==> config.mk <==
export PLATFORM = sky130hd
export DESIGN_NAME = usb_host_operating_control
export DESIGN_NICKNAME = d
export VERILOG_FILES = /design/src/design/usb_hc_pkg.sv /design/src/design/sof_start_timer.sv /design/src/design/usb_host_operating_control.sv
export VERILOG_INCLUDE_DIRS = /design/src /design/src/design
export SDC_FILE = /design/constraint.sdc
export NUM_CORES = 1
export LEC_CHECK = 0
export ABC_AREA = 1
export BUFFER_PORTS_ARGS = -buffer_cell sky130_fd_sc_hd__buf_2
export CORE_AREA = 2 2 96 89
export CTS_BUF_LIST = sky130_fd_sc_hd__clkbuf_4 sky130_fd_sc_hd__clkbuf_8
export DETAILED_ROUTE_END_ITERATION = 10
export DIE_AREA = 0 0 98 91
export GPL_TIMING_DRIVEN = 0
export PLACE_DENSITY_LB_ADDON = 0.15
export SYNTH_ARGS = -nofsm -noshare
export SYNTH_HDL_FRONTEND = slang
export SYNTH_HIERARCHICAL = 1
export SYNTH_SLANG_ARGS = --single-unit
==> constraint.sdc <==
create_clock -name clk -period 2.47 [get_ports clk]
set_clock_uncertainty 0.2 [all_clocks]
set_input_delay 0 -clock clk [delete_from_list [all_inputs] [get_ports clk]]
set_output_delay 0 -clock clk [all_outputs]
set_load 0.005 [all_outputs]
==> src/design/usb_hc_params.svh <==
// Register map, field positions and timing constants of the operating control block
`ifndef USB_HC_PARAMS_SVH
`define USB_HC_PARAMS_SVH

// ****************************************************************
// Register indexes and byte addresses
// ****************************************************************
// Operating control register, read index and write index
`define HOC_READ_IDX 10'h001
`define HOC_WRITE_IDX 10'h081
// Event status, event mask and command words, byte addresses
`define EVT_STATUS_ADDR 12'h300
`define EVT_MASK_ADDR 12'h304
`define HC_CMD_ADDR 12'h308

// ****************************************************************
// Field positions
// ****************************************************************
`define HOC_RWE_BIT 10
`define HOC_RWC_BIT 9
`define HOC_FS_LSB 6
`define HOC_FS_MSB 7
// Event flag layout, shared by status and mask
`define EVT_WIDTH 2
`define EVT_FRAME_START_BIT 0
`define EVT_RESUME_SEEN_BIT 1
// Command word: write bit, read-back state bits
`define CMD_SW_RESET_BIT 0
`define CMD_SOF_ACTIVE_BIT 1
`define CMD_DS_RESET_BIT 2

// ****************************************************************
// Reset values
// ****************************************************************
`define WORD_ZERO 32'h0000_0000
`define EVT_ZERO 2'h0

// ****************************************************************
// Timing
// ****************************************************************
// Frame start delay after entering operational, in ns
`define SOF_DELAY_NS 1000000
`define CLK_PERIOD_NS 4
// Length of downstream reset signaling after a hardware reset
`define DS_RESET_CYCLES_DEFAULT 16

`endif

==> src/design/usb_hc_pkg.sv <==
// Types shared by the operating control block
package usb_hc_pkg;

    // Functional state encoding, fixed by the register layout
    typedef enum logic [1:0] {
        hc_state_reset = 2'h0,
        hc_state_resume = 2'h1,
        hc_state_operational = 2'h2,
        hc_state_suspend = 2'h3
    } functional_state_t;

endpackage

==> src/design/sof_start_timer.sv <==
// Delay timer that starts frame generation a fixed time after entering operational
`timescale 1ns/1ps
`include "usb_hc_params.svh"

module sof_start_timer #(
    parameter int DELAY_CYCLES = `SOF_DELAY_NS / `CLK_PERIOD_NS
) (
    input wire logic clk,
    input wire logic rst,
    input wire logic start,
    input wire logic run,
    output logic sof_active_ff,
    output logic frame_start_ff
);

    // ****************************************************************
    // Parameter check
    // ****************************************************************
    localparam int CW = $clog2(DELAY_CYCLES + 1);

    if (DELAY_CYCLES < 1) begin : g_bad_delay
        $error("DELAY_CYCLES must be at least one");
    end

    // ****************************************************************
    // Countdown
    // ****************************************************************
    logic [CW-1:0] cnt_ff; // Cycles left before frames start
    logic counting_ff; // Waiting for the delay to pass
    wire cnt_done = counting_ff && (cnt_ff == CW'(1));

    // load on entry, count while operational
    always_ff @(posedge clk or posedge rst) begin
        if (rst) begin
            cnt_ff <= '0;
            counting_ff <= 1'b0;
            sof_active_ff <= 1'b0;
            frame_start_ff <= 1'b0;
        end else begin
            frame_start_ff <= run && cnt_done;
            if (!run) begin
                // Leaving operational stops everything
                counting_ff <= 1'b0;
                sof_active_ff <= 1'b0;
            end else if (start) begin
                cnt_ff <= CW'(DELAY_CYCLES);
                counting_ff <= 1'b1;
                sof_active_ff <= 1'b0;
            end else if (cnt_done) begin
                counting_ff <= 1'b0;
                sof_active_ff <= 1'b1;
            end else if (counting_ff) begin
                cnt_ff <= cnt_ff - CW'(1);
            end
        end
    end

    // ****************************************************************
    // Checks
    // ****************************************************************
    int elapsed_ff; // Helper: cycles since the last start

    always_ff @(posedge clk or posedge rst) begin
        if (rst) begin
            elapsed_ff <= 0;
        end else if (start) begin
            elapsed_ff <= 1;
        end else begin
            elapsed_ff <= elapsed_ff + 1;
        end
    end
endmodule

==> src/design/usb_host_operating_control.sv <==
// Operating control register bank with APB slave, state control and event interrupt
//
// The implementer's own choices: the APB slave port and the address map.
`timescale 1ns/1ps
`include "usb_hc_params.svh"

// Functional notes
// - Wake enable plus resume flag signals wake
// - Wake enable never gates the interrupt
// - Connected bit: hardware reset clears, software keeps
// - State codes 00/01/10/11; hardware changes only suspended
// - Frames start one millisecond after entering operational
// - Suspend moves to resume on downstream resume
// - Any reset puts state to reset
// - Hardware reset resets hub, then downstream reset
// - Read at index 01, write at 81
module usb_host_operating_control #(
    parameter int SOF_DELAY_CYCLES = `SOF_DELAY_NS / `CLK_PERIOD_NS,
    parameter int DS_RESET_CYCLES = `DS_RESET_CYCLES_DEFAULT
) (
    input wire logic clk,
    input wire logic rst,
    input wire logic psel,
    input wire logic penable,
    input wire logic pwrite,
    input wire logic [11:0] paddr,
    input wire logic [31:0] pwdata,
    output logic [31:0] prdata,
    output logic pready,
    output logic pslverr,
    input wire logic downstream_resume,
    output logic irq,
    output logic remote_wake,
    output logic sof_active,
    output logic root_hub_reset,
    output logic downstream_reset
);

    // ****************************************************************
    // Parameter check and helpers
    // ****************************************************************
    localparam int DW = $clog2(DS_RESET_CYCLES + 1);

    if (DS_RESET_CYCLES < 1) begin : g_bad_ds
        $error("DS_RESET_CYCLES must be at least one");
    end

    // Byte address of a register index
    function automatic logic [11:0] idx_addr(input logic [9:0] idx);
        idx_addr = {idx, 2'h0};
    endfunction

    // ****************************************************************
    // State
    // ****************************************************************
    usb_hc_pkg::functional_state_t fs_ff; // Functional state field
    usb_hc_pkg::functional_state_t nxt_fs;
    usb_hc_pkg::functional_state_t fs_prev_ff; // Last cycle state, for entry detect
    logic rwe_ff; // Remote wake enable
    logic rwc_ff; // Remote wake connected
    logic [`EVT_WIDTH-1:0] status_ff; // Sticky event flags
    logic [`EVT_WIDTH-1:0] nxt_status;
    logic [`EVT_WIDTH-1:0] mask_ff; // Interrupt mask, one enables
    logic [31:0] prdata_ff; // Read data
    logic pready_ff; // Access complete
    logic pslverr_ff; // Access error
    logic irq_ff; // Interrupt line
    logic remote_wake_ff; // Wake toward host system
    logic root_hub_reset_ff; // Hub held in reset
    logic downstream_reset_ff; // Reset signaling on ports
    logic [DW-1:0] ds_cnt_ff; // Cycles of port reset left
    logic sw_reset_ff; // Software reset in progress
    logic sof_run_ff; // Frames generated
    logic frame_start_pulse; // First frame sent

    // ****************************************************************
    // APB decode
    // ****************************************************************
    wire access = psel && penable && !pready_ff;
    wire commit = psel && penable && pready_ff;
    wire hit_ctrl_rd = paddr == idx_addr(`HOC_READ_IDX);
    wire hit_ctrl_wr = paddr == idx_addr(`HOC_WRITE_IDX);
    wire hit_status = paddr == `EVT_STATUS_ADDR;
    wire hit_mask = paddr == `EVT_MASK_ADDR;
    wire hit_cmd = paddr == `HC_CMD_ADDR;
    // read index readable only, write index writable only
    wire legal = pwrite ? (hit_ctrl_wr || hit_status || hit_mask || hit_cmd)
                        : (hit_ctrl_rd || hit_status || hit_mask || hit_cmd);
    wire wr_ok = commit && pwrite && legal;
    wire ctrl_wr = wr_ok && hit_ctrl_wr;
    wire status_wr = wr_ok && hit_status;
    wire mask_wr = wr_ok && hit_mask;
    wire sw_reset_req = wr_ok && hit_cmd && pwdata[`CMD_SW_RESET_BIT];

    wire [31:0] ctrl_word = (32'(rwe_ff) << `HOC_RWE_BIT)
                          | (32'(rwc_ff) << `HOC_RWC_BIT)
                          | (32'(fs_ff) << `HOC_FS_LSB);
    wire [31:0] cmd_word = (32'(sof_run_ff) << `CMD_SOF_ACTIVE_BIT)
                         | (32'(downstream_reset_ff) << `CMD_DS_RESET_BIT);
    wire [31:0] rd_word = hit_ctrl_rd ? ctrl_word
                        : hit_status ? 32'(status_ff)
                        : hit_mask ? 32'(mask_ff)
                        : hit_cmd ? cmd_word
                        : `WORD_ZERO;

    // ****************************************************************
    // State and event next values
    // ****************************************************************
    wire fs_suspended = fs_ff == usb_hc_pkg::hc_state_suspend;
    wire resume_hit = fs_suspended && downstream_resume;
    wire enter_op = (fs_ff == usb_hc_pkg::hc_state_operational)
                 && (fs_prev_ff != usb_hc_pkg::hc_state_operational);
    wire [`EVT_WIDTH-1:0] evt_set = (`EVT_WIDTH'(frame_start_pulse) << `EVT_FRAME_START_BIT)
                                  | (`EVT_WIDTH'(resume_hit) << `EVT_RESUME_SEEN_BIT);
    wire [`EVT_WIDTH-1:0] evt_clr = status_wr ? pwdata[`EVT_WIDTH-1:0] : `EVT_ZERO;

    // Functional state: software write, else hardware resume
    always_comb begin
        nxt_fs = fs_ff;
        if (sw_reset_req) begin
            nxt_fs = usb_hc_pkg::hc_state_reset;
        end else if (ctrl_wr) begin
            nxt_fs = usb_hc_pkg::functional_state_t'(pwdata[`HOC_FS_MSB:`HOC_FS_LSB]);
        end else if (resume_hit) begin
            // hardware changes field only from suspend
            nxt_fs = usb_hc_pkg::hc_state_resume;
        end
    end

    // Sticky flags: set wins over a clear in the same cycle
    always_comb begin
        nxt_status = (status_ff & ~evt_clr) | evt_set;
    end

    // ****************************************************************
    // APB response registers
    // ****************************************************************
    always_ff @(posedge clk or posedge rst) begin
        if (rst) begin
            pready_ff <= 1'b0;
            pslverr_ff <= 1'b0;
            prdata_ff <= `WORD_ZERO;
        end else begin
            pready_ff <= access;
            pslverr_ff <= access && !legal;
            if (access) begin
                prdata_ff <= (!pwrite && legal) ? rd_word : `WORD_ZERO;
            end
        end
    end

    // ****************************************************************
    // Control register
    // ****************************************************************
    always_ff @(posedge clk or posedge rst) begin
        if (rst) begin
            fs_ff <= usb_hc_pkg::hc_state_reset;
            fs_prev_ff <= usb_hc_pkg::hc_state_reset;
            rwe_ff <= 1'b0;
            rwc_ff <= 1'b0;
        end else begin
            fs_ff <= nxt_fs;
            fs_prev_ff <= fs_ff;
            if (sw_reset_req) begin
                rwe_ff <= 1'b0;
            end else if (ctrl_wr) begin
                // wake enable changes only by driver write
                rwe_ff <= pwdata[`HOC_RWE_BIT];
                rwc_ff <= pwdata[`HOC_RWC_BIT];
            end
        end
    end

    // ****************************************************************
    // Events, mask, interrupt and wake
    // ****************************************************************
    always_ff @(posedge clk or posedge rst) begin
        if (rst) begin
            status_ff <= `EVT_ZERO;
            mask_ff <= `EVT_ZERO;
            irq_ff <= 1'b0;
            remote_wake_ff <= 1'b0;
        end else begin
            status_ff <= sw_reset_req ? `EVT_ZERO : nxt_status;
            if (sw_reset_req) begin
                mask_ff <= `EVT_ZERO;
            end else if (mask_wr) begin
                mask_ff <= pwdata[`EVT_WIDTH-1:0];
            end
            // interrupt from flags and mask alone
            irq_ff <= |(status_ff & mask_ff);
            // wake when enabled and resume flag set
            remote_wake_ff <= rwe_ff && status_ff[`EVT_RESUME_SEEN_BIT];
        end
    end

    // ****************************************************************
    // Hardware reset sequence toward root hub and ports
    // ****************************************************************
    // hub reset under hardware reset, then port reset
    always_ff @(posedge clk or posedge rst) begin
        if (rst) begin
            root_hub_reset_ff <= 1'b1;
            downstream_reset_ff <= 1'b0;
            ds_cnt_ff <= DW'(DS_RESET_CYCLES);
        end else if (root_hub_reset_ff) begin
            root_hub_reset_ff <= 1'b0;
            downstream_reset_ff <= 1'b1;
        end else if (downstream_reset_ff) begin
            ds_cnt_ff <= ds_cnt_ff - DW'(1);
            downstream_reset_ff <= ds_cnt_ff != DW'(1);
        end
    end

    // Software reset marker, one cycle, used only by the checks
    always_ff @(posedge clk or posedge rst) begin
        if (rst) begin
            sw_reset_ff <= 1'b0;
        end else begin
            sw_reset_ff <= sw_reset_req;
        end
    end

    // ****************************************************************
    // Frame start timer
    // ****************************************************************
    // delayed frame start after entering operational
    sof_start_timer #(
        .DELAY_CYCLES(SOF_DELAY_CYCLES)
    ) u_sof_timer (
        .clk(clk),
        .rst(rst),
        .start(enter_op),
        .run(fs_ff == usb_hc_pkg::hc_state_operational),
        .sof_active_ff(sof_run_ff),
        .frame_start_ff(frame_start_pulse)
    );

    // ****************************************************************
    // Outputs
    // ****************************************************************
    assign prdata = prdata_ff;
    assign pready = pready_ff;
    assign pslverr = pslverr_ff;
    assign irq = irq_ff;
    assign remote_wake = remote_wake_ff;
    assign sof_active = sof_run_ff;
    assign root_hub_reset = root_hub_reset_ff;
    assign downstream_reset = downstream_reset_ff;
endmodule

==> summary by stage, run 1 <==
Outcome
The run finished with clean final reports.

Cells and area
The filler cells instantiated in the layout total 809. The share of final-layout standard cells stronger than drive strength 1 is 0.228. 0 antenna diodes ended up in the layout. The area growth from synthesis to layout is 22.0%.

In the layout the commonest cells are sky130_fd_sc_hd__nand2_1, sky130_fd_sc_hd__inv_1, sky130_fd_sc_hd__dfrtp_1. The final net count is 558. The multi-input logic area is 1530 sq um. The leading cell type in the layout, fill and taps excluded is sky130_fd_sc_hd__nand2_1.

Registers take 1230 sq um. The utilization of the core after routing is 0.480. After routing the design area is 3780 sq um.

Floorplanning
The die boundary width is 98 microns. The initial core utilization is 0.393. The top-level port count is 89. The site row count is 31.

The die height is 91 microns. After floorplanning, the core was sized to cover 7870 sq um. The floorplan step defined a die boundary enclosing 8920 sq um.

Route
The via density per instance is 4.49. The number of nets still failing antenna checks after routing is 0. The routed design has 6810 microns of wire. The remaining design rule violation count is 0. Dividing the detail-routed wire length by the instance count gives 11.3 microns. The detailed-route via count is 2713. The number of optimization iterations in the first detailed-route pass is 4. The first routing iteration left 86 violations.

Synth
The Yosys warning count is 6. The number of register bits inferred by synthesis is 49. The gate count of the mapped netlist is 418. The average size of a mapped cell is 7.41 sq um.

After synthesis, the cell types taking the most area are sky130_fd_sc_hd__dfrtp_1, sky130_fd_sc_hd__nand2_1, sky130_fd_sc_hd__buf_4. The count of cell types in the netlist is 38. The leading area contributor after synthesis is sky130_fd_sc_hd__dfrtp_1. The combined area of all synthesized cells is 3100 sq um. The part of the Yosys area used for sequential elements is 0.397. Of the post-synthesis cell area, the dominant cell type holds 0.380.

Timing
The final setup violation count is 0. The number of max-slew violations in the final report is 0. The total count of hold-check failures in the final report is 0. The final worst-path setup slack is 0.267 ns. The aggregate negative setup slack is 0 ns. At the pin with the least slew margin, the transition time is 1.03 ns. On the final layout, the worst hold slack is 0.0126 ns.

The portion of the clock cycle consumed by the worst path in the final layout is 0.892. Setup repair after global routing left no endpoint under its margin. The upper clock frequency limit is 0.454 GHz.

The headroom to the max-slew limit is 0.313. The final critical delay including setup and external delays is 2.20 ns.

Global route
The first global-routing pass estimated 11900 microns of wire. The total routing usage reported by global routing is 0.161. The number of global-route vias before repair is 2636.

The number of antenna violations at the first check in global routing is 0. The largest net degree at the start of global routing is 29. The total global routing overflow is 0.

Worst hold path
The beginning of the worst hold path is psel. The tightest min-delay check is of the in -> reg type.

Critical path
Of all nets on the critical path, the largest fanout is 10. The critical path class is reg -> reg. The critical path launch point is fs_ff[0]$_DFFE_PP0P_. The startpoint of the worst register-to-register path is fs_ff[0]$_DFFE_PP0P_.

The type of element launching the critical path is a flip-flop. Traced cell by cell, the critical path runs through nor2_2 -> o21a_2 -> inv_2 -> nand2_8 -> nand2_8 -> buf_8 -> nand2_1 -> nand2_1. Data arrives at the worst endpoint at 2.20 ns.

The peak per-stage delay on the critical path is 0.46 ns. STA puts the critical path data required time at 2.46 ns. The worst setup path is captured at a flip-flop. The slowest stage of the critical path belongs to the cell sky130_fd_sc_hd__dfrtp_1.

Placed design
Routability-driven placement finished with a final weighted congestion of 0.894. The area of placed instances is 3500 sq um. The number of port buffers is 37.

At the placement stage, the worst setup path has a slack of -0.277 ns. Once detailed placement completed, the half-perimeter wirelength came to 5020 microns.

Clock network
CTS placed an instance of sky130_fd_sc_hd__clkbuf_8 at the clock tree root. The later pin in the worst-skew pair is clocked with a latency of 0.30 ns. The number of sinks on the clock net is 49. The buffer levels on the longest clock path is 2. TritonCTS built the clock tree. The number of clock buffers inserted by TritonCTS is 5. The H-tree was split into 2 levels.

The clock-pin slew of the registers on the worst-case setup and hold paths is 0.10 ns.

Power and ir drop
The power density normalized to cell area is 490 nW/um^2. Across the VDD grid, the largest voltage drop is 0.218 mV. Summed over all cells, the static leakage comes to 0.00204 uW.

Flow run
The max-cap violation count is 0.
==> worst max-delay path, delay by kind of cell (launching register included) <==
kind	cells	cell delay (ns)
flip-flops	1	0.46
AND/OR/NAND/NOR	5	0.70
AO/OA/AOI/OAI	1	0.37
buffers and inverters	2	0.36
==> flip-flops by register name, summed over array words and instances, names as in the netlist <==
signal	cells
u_sof_timer/cnt_ff	18
prdata	7
ds_cnt_ff	5
fs_ff	2
fs_prev_ff	2
mask_ff	2
status_ff	2
downstream_reset	1
irq	1
pready	1
pslverr	1
remote_wake	1
root_hub_reset	1
rwc_ff	1
rwe_ff	1
u_sof_timer/counting_ff	1
u_sof_timer/frame_start_ff	1
u_sof_timer/sof_active_ff	1
==> layout make-up <==
cell class	instances	area share
Clock inverter	2	0.00364
Clock buffer	6	0.0202
Tap cell	99	0.0328
Multi-Input combinational cell	304	0.405
Sequential cell	49	0.325
Timing Repair Buffer	55	0.0967
Inverter	62	0.0616
Buffer	27	0.0546
==> cell families after synthesis <==
logic type,Yosys count,share of synthesized area
xor gates and xnor gates,7,0.0198
buffers and inverters,90,0.143
adders and majority gates,4,0.0162
DFF,49,0.397
AOI/OAI and AO/OA,27,0.0541
and+or+nand+nor,240,0.369
other,1,0.00121
==> stage by stage <==
| step | power (uW) | instances |
|---|---|---|
| finish | 1850 | 604 |
| global route | 1990 | 604 |
| CTS | 1880 | 604 |
| detailed placement | 1360 | 579 |
| global placement | 1350 | 579 |
| floorplan | 1260 | 443 |
==> Yosys cell counts <==
master	number
sky130_fd_sc_hd__a22o_1	1
sky130_fd_sc_hd__o21bai_1	1
sky130_fd_sc_hd__xnor2_1	3
sky130_fd_sc_hd__nand3_4	1
sky130_fd_sc_hd__nor2_4	5
sky130_fd_sc_hd__o21ai_1	5
sky130_fd_sc_hd__inv_2	12
sky130_fd_sc_hd__nand3_2	2
sky130_fd_sc_hd__nand2_4	3
sky130_fd_sc_hd__nand2_2	4
sky130_fd_sc_hd__a21oi_2	2
sky130_fd_sc_hd__nor3_1	1
sky130_fd_sc_hd__nand3b_1	3
sky130_fd_sc_hd__nor3_4	1
sky130_fd_sc_hd__nand4_1	8
sky130_fd_sc_hd__o21ai_2	1
sky130_fd_sc_hd__or2_2	1
sky130_fd_sc_hd__ha_1	4
sky130_fd_sc_hd__buf_4	25
sky130_fd_sc_hd__xor2_1	4
sky130_fd_sc_hd__nor3_2	1
sky130_fd_sc_hd__inv_1	50
sky130_fd_sc_hd__o21a_1	1
sky130_fd_sc_hd__nand2_8	2
sky130_fd_sc_hd__nor3b_1	1
sky130_fd_sc_hd__dfrtp_1	47
sky130_fd_sc_hd__nand2_1	124
sky130_fd_sc_hd__conb_1	1
sky130_fd_sc_hd__clkbuf_1	2
sky130_fd_sc_hd__nor2_1	43
sky130_fd_sc_hd__nand3_1	35
sky130_fd_sc_hd__o211ai_1	2
sky130_fd_sc_hd__a21oi_1	5
sky130_fd_sc_hd__o21ai_0	7
sky130_fd_sc_hd__dfstp_2	2
sky130_fd_sc_hd__o2111ai_1	2
sky130_fd_sc_hd__buf_8	1
sky130_fd_sc_hd__nor2_2	5
==> timing repair <==
action                                  4_1_cts  5_1_grt
buffers inserted                              0        0
hold buffers                                 18        0
endpoints found under the hold margin        64        0
pin swaps                                     0        0
endpoints found under the setup margin       19       11
resized for setup                             2        1
==> worst paths after layout <==
kind / to / slack (ns) / depth (start not counted)
max: u_sof_timer/cnt_ff[2]$_DFFE_PP0P_ / 0.27 / 8
min: mask_ff[0]$_DFFE_PP0P_ / 0.01 / 5
max reg2reg: u_sof_timer/cnt_ff[2]$_DFFE_PP0P_ / 0.27 / 8
min reg2reg: fs_prev_ff[1]$_DFF_PP0_ / 0.23 / 0
max in group asynchronous: fs_prev_ff[1]$_DFF_PP0_ / 1.12 / 3
min in group asynchronous: u_sof_timer/cnt_ff[14]$_DFFE_PP0P_ / 0.25 / 3
==> report_power, final <==
| part | total [uW] | internal, uW | switching [uW] |
|---|---|---|---|
| clock | 492 | 214 | 278 |
| sequential | 933 | 879 | 54.9 |
| combinational | 426 | 182 | 245 |
| total | 1850 | 1270 | 578 |
==> metal layers <==
metal,vias up,global-route usage,share of wire
li1,1420,-,-
met1,1244,0.207,0.48
met2,42,0.284,0.48
met3,7,0.0262,0.033
met4,0,0.0370,0.0094
met5,-,0,0
(Power assumes the default switching activity.)
==> run 2, diff against run 1 <==
--- a/config.mk
+++ b/config.mk
@@ -9,7 +9,7 @@
 export ABC_AREA = 1
 export BUFFER_PORTS_ARGS = -buffer_cell sky130_fd_sc_hd__buf_2
 export CORE_AREA = 2 2 96 89
-export CTS_BUF_LIST = sky130_fd_sc_hd__clkbuf_4 sky130_fd_sc_hd__clkbuf_8
+export CTS_BUF_LIST = sky130_fd_sc_hd__clkbuf_16
 export DETAILED_ROUTE_END_ITERATION = 10
 export DIE_AREA = 0 0 98 91
 export GPL_TIMING_DRIVEN = 0
==> constraint.sdc (replaced) <==
create_clock -name clk -period 2.5 [get_ports clk]
set_clock_uncertainty 0.2 [all_clocks]
set_input_delay 0 -clock clk [delete_from_list [all_inputs] [get_ports clk]]
set_output_delay 0 -clock clk [all_outputs]
set_load 0.005 [all_outputs]
==> summary by stage, run 2 (synthesis results as in run 1) <==
Global route
The total routing usage reported by global routing is 0.162 (+0.000651). The total global routing overflow is 0 (unchanged). The first-pass GRT wire length was 11900 microns (unchanged).

The number of global-route vias before repair is 2616 (-0.76%). The largest net degree at the start of global routing is 29 (unchanged). The number of antenna violations at the first check in global routing was 0 (unchanged).

Power and ir drop
The switching share of power was 0.296 (-0.0163). The post-route total power is 2010 uW (+8.6%). The worst ir drop on vdd is 0.237 mV (+8.7%). The proportion of power drawn by combinational gates is 0.209 (-0.021).

The leakage power total is 0.00206 uW (+0.95%). The sequential power share is 0.459 (-0.045). The internal portion of total power was 1420 uW (+11%). The switching component of the power is 595 uW (+2.9%). The clock group share of total power came to 0.331 (+0.065). The power density normalized to cell area is 531 nW/um^2 (+8.3%).

Critical path
The library cell contributing the largest single delay on the critical path is sky130_fd_sc_hd__dlygate4sd3_1. The worst path arrival time was 2.18 ns (-0.02 ns). The worst reg2reg path depth is 8 (unchanged). The reg-to-reg critical path endpoint is u_sof_timer/cnt_ff[7]$_DFFE_PP0P_. The peak fanout along the critical path came to 4 (-6). The peak per-stage delay on the critical path is 0.55 ns (+0.09 ns). The cell family contributing the most delay on the critical path is buffers and inverters. The endpoint required time on the critical path is 2.47 ns (about the same). The startpoint identified for the worst register-to-register timing path is fs_ff[0]$_DFFE_PP0P_. The setup slack of the most critical reg-to-reg path is 0.31 ns (+0.04 ns). The critical path class is in -> reg. The total buffers and inverters traversed by the critical path is 4 (+2). The type of element launching the critical path is an input port.

The cell that appears most often on the critical path is sky130_fd_sc_hd__nand2_1. The worst setup path is captured at a flip-flop. The critical path goes through dlygate4sd3_1 -> buf_2 -> nand2_2 -> nor2_4 -> nand3_4 -> inv_2 -> nand2_1 -> nand2_1 -> nor2_1 -> nor2_2 -> o21ai_2 -> nand2_1 -> nand2_1 -> dlygate4sd3_1.

Floorplanning
The initial core utilization is 0.393 (unchanged). The die height is 91 microns (unchanged). The die boundary width was 98 microns (unchanged).

The site row count is 31 (unchanged). The total core area was 7870 sq um (unchanged). The top-level port count was 89 (unchanged). The full die area is 8920 sq um (unchanged).

Cells and area
The final net count is 554 (-0.72%). The antenna cell count is 0 (unchanged). The area growth from synthesis to final layout is 22.4%. The top cell types in the final layout, fill and taps aside, are sky130_fd_sc_hd__nand2_1, sky130_fd_sc_hd__inv_1, sky130_fd_sc_hd__dfrtp_1. The library cell used most frequently in the layout, excluding fill and tap cells, is sky130_fd_sc_hd__nand2_1. The number of non-filler instances in the completed layout came to 600 (-0.66%). The share of final-layout standard cells stronger than drive strength 1 was 0.228 (about the same).

The fill cell total of the finished layout was 806 (-0.37%). The flip-flop count of the largest register, all copies and words added is 18 (unchanged). Ranked by flip-flop count, first place goes to u_sof_timer/cnt_ff.

Timing
After layout, the minimum clock period comes to 2.20 ns. The final worst-path setup slack is 0.296 ns (+0.0289 ns). The aggregate negative setup slack is 0 ns (unchanged). The total count of hold-check failures in the final report is 0 (unchanged). The portion of the clock cycle consumed by the worst path in the final layout is 0.881. Setup repair after global routing left no endpoint under its margin. The headroom to the max-slew limit is 0.307 (-0.00635).

The transition at the pin with the smallest max-transition slack is 1.04 ns (+0.00951 ns). The number of max-slew violations in the final report was 0 (unchanged). The final setup violation count came to 0 (unchanged). For this run, the top clock speed supported by timing is 0.454 GHz.

Flow run
The max-cap violation count is 0 (unchanged).

Route
The top routing layer in use is met4. The post-detailed-route wirelength per cell came to 11.3 microns (+0.61%). The met2 routed wirelength came to 3290 microns (+0.89%). The via density per instance is 4.50 (+0.26%). The routed metal-1 wire length is 3200 microns (-1.6%). The number of optimization iterations in the first detailed-route pass is 5 (+1). The number of nets still failing antenna checks after routing came to 0 (unchanged). The number of DRC markers after the initial detailed-route iteration is 76 (-12%). The met3 layer wire length in the routed design is 260 microns (+14%). The remaining design rule violation count is 0 (unchanged).

The final wirelength came to 6800 microns (about the same). The detailed-route via count is 2702 (-0.41%).

Clock network
The buffer levels on the longest clock path is 2 (unchanged). The TritonCTS clock tree is yes. The number of clock buffers inserted by TritonCTS is 5 (unchanged). The insertion delay to the later sink of the worst-skew pair is 0.29 ns (about the same). The number of sinks on the clock net came to 49 (unchanged).

In this run the clock root is driven by a sky130_fd_sc_hd__clkbuf_16. The number of levels the H-tree was split into is 2 (unchanged). The clock-pin slew of the registers on the worst-case setup and hold paths was 0.07 ns (-0.03 ns). The count of buffers added by post-CTS timing repair for setup is 0 (unchanged).

Placed design
The detailed placement HPWL is 5020 microns (unchanged). The number of port buffers is 37 (unchanged). The setup slack after placement is -0.247 ns (+0.0300 ns). The global placer's final weighted congestion was 0.894 (unchanged).

The cell count after placement came to 579 (unchanged).

Worst hold path
The beginning of the worst hold path is paddr[5]. The worst hold-check path type is in -> reg. The hold-critical path depth was 8 (+3). The worst hold path terminates at rwc_ff$_DFFE_PP0P_.

Outcome
The flow ran to the end, and the final reports show no timing, DRC or antenna violations.
## run 2: worst max-delay path by stage
stage	start	end	slack, ns	cells past startpoint
after floorplan	fs_ff[0]$_DFFE_PP0P_	u_sof_timer/cnt_ff[4]$_DFFE_PP0P_	0.34	9
after global placement	fs_ff[0]$_DFFE_PP0P_	u_sof_timer/cnt_ff[17]$_DFFE_PP0P_	-0.21	7
after detailed placement	fs_ff[0]$_DFFE_PP0P_	u_sof_timer/cnt_ff[15]$_DFFE_PP0P_	-0.25	7
after CTS	fs_ff[0]$_DFFE_PP0P_	u_sof_timer/cnt_ff[7]$_DFFE_PP0P_	0.11	8
after global routing	paddr[2]	fs_ff[1]$_DFFE_PP0P_	0.13	14
final	paddr[2]	fs_ff[1]$_DFFE_PP0P_	0.30	14
## run 2: stage by stage
step | utilization | hold WS [ns] | instance area, sq um
after global placement | 0.445 | 0.0204 | 3500
after detailed placement | 0.445 | 0.0302 | 3500
after floorplan | - | -0.223 | 3190
final | 0.481 | 0.00130 | 3790
after global routing | 0.481 | 0.0570 | 3790
after CTS | 0.481 | 0.00252 | 3790
## run 2: what timing repair did
| item | in CTS | in global routing |
|---|---|---|
| hold buffers | 14 | 0 |
| endpoints found under the hold margin | 62 | 0 |
| gates resized for setup | 2 | 1 |
| endpoints found under the setup margin | 19 | 8 |
## run 2: area by class of cell
class | instances | area [sq um] | area share
well taps | 99 | 124 | 0.0327
clock buffers | 5 | 125 | 0.0330
flip-flops and latches | 49 | 1230 | 0.324
repair buffers | 51 | 325 | 0.0858
inverters | 62 | 233 | 0.0614
plain buffers | 27 | 206 | 0.0545
multi-input cells | 304 | 1530 | 0.404
clock inverters | 3 | 17.5 | 0.00462
## run 2: routing by layer
layer	vias up	global-route usage
met2	42	0.283
met4	0	0.0440
met1	1242	0.207
met5	-	0
li1	1413	-
met3	5	0.0262
## run 2: worst min-delay path: cells and delay by family
kind,cells,cell delay [ns]
compound gates,1,0.04
buf+inv,3,0.15
simple gates,4,0.27
## run 2: power by group through the flow
stage,sequential (uW),combinational [uW],clock [uW]
after floorplan,923,323,0
after global placement,937,396,0
after detailed placement,938,407,0
after CTS,924,423,689
after global routing,937,492,720
final,924,421,666
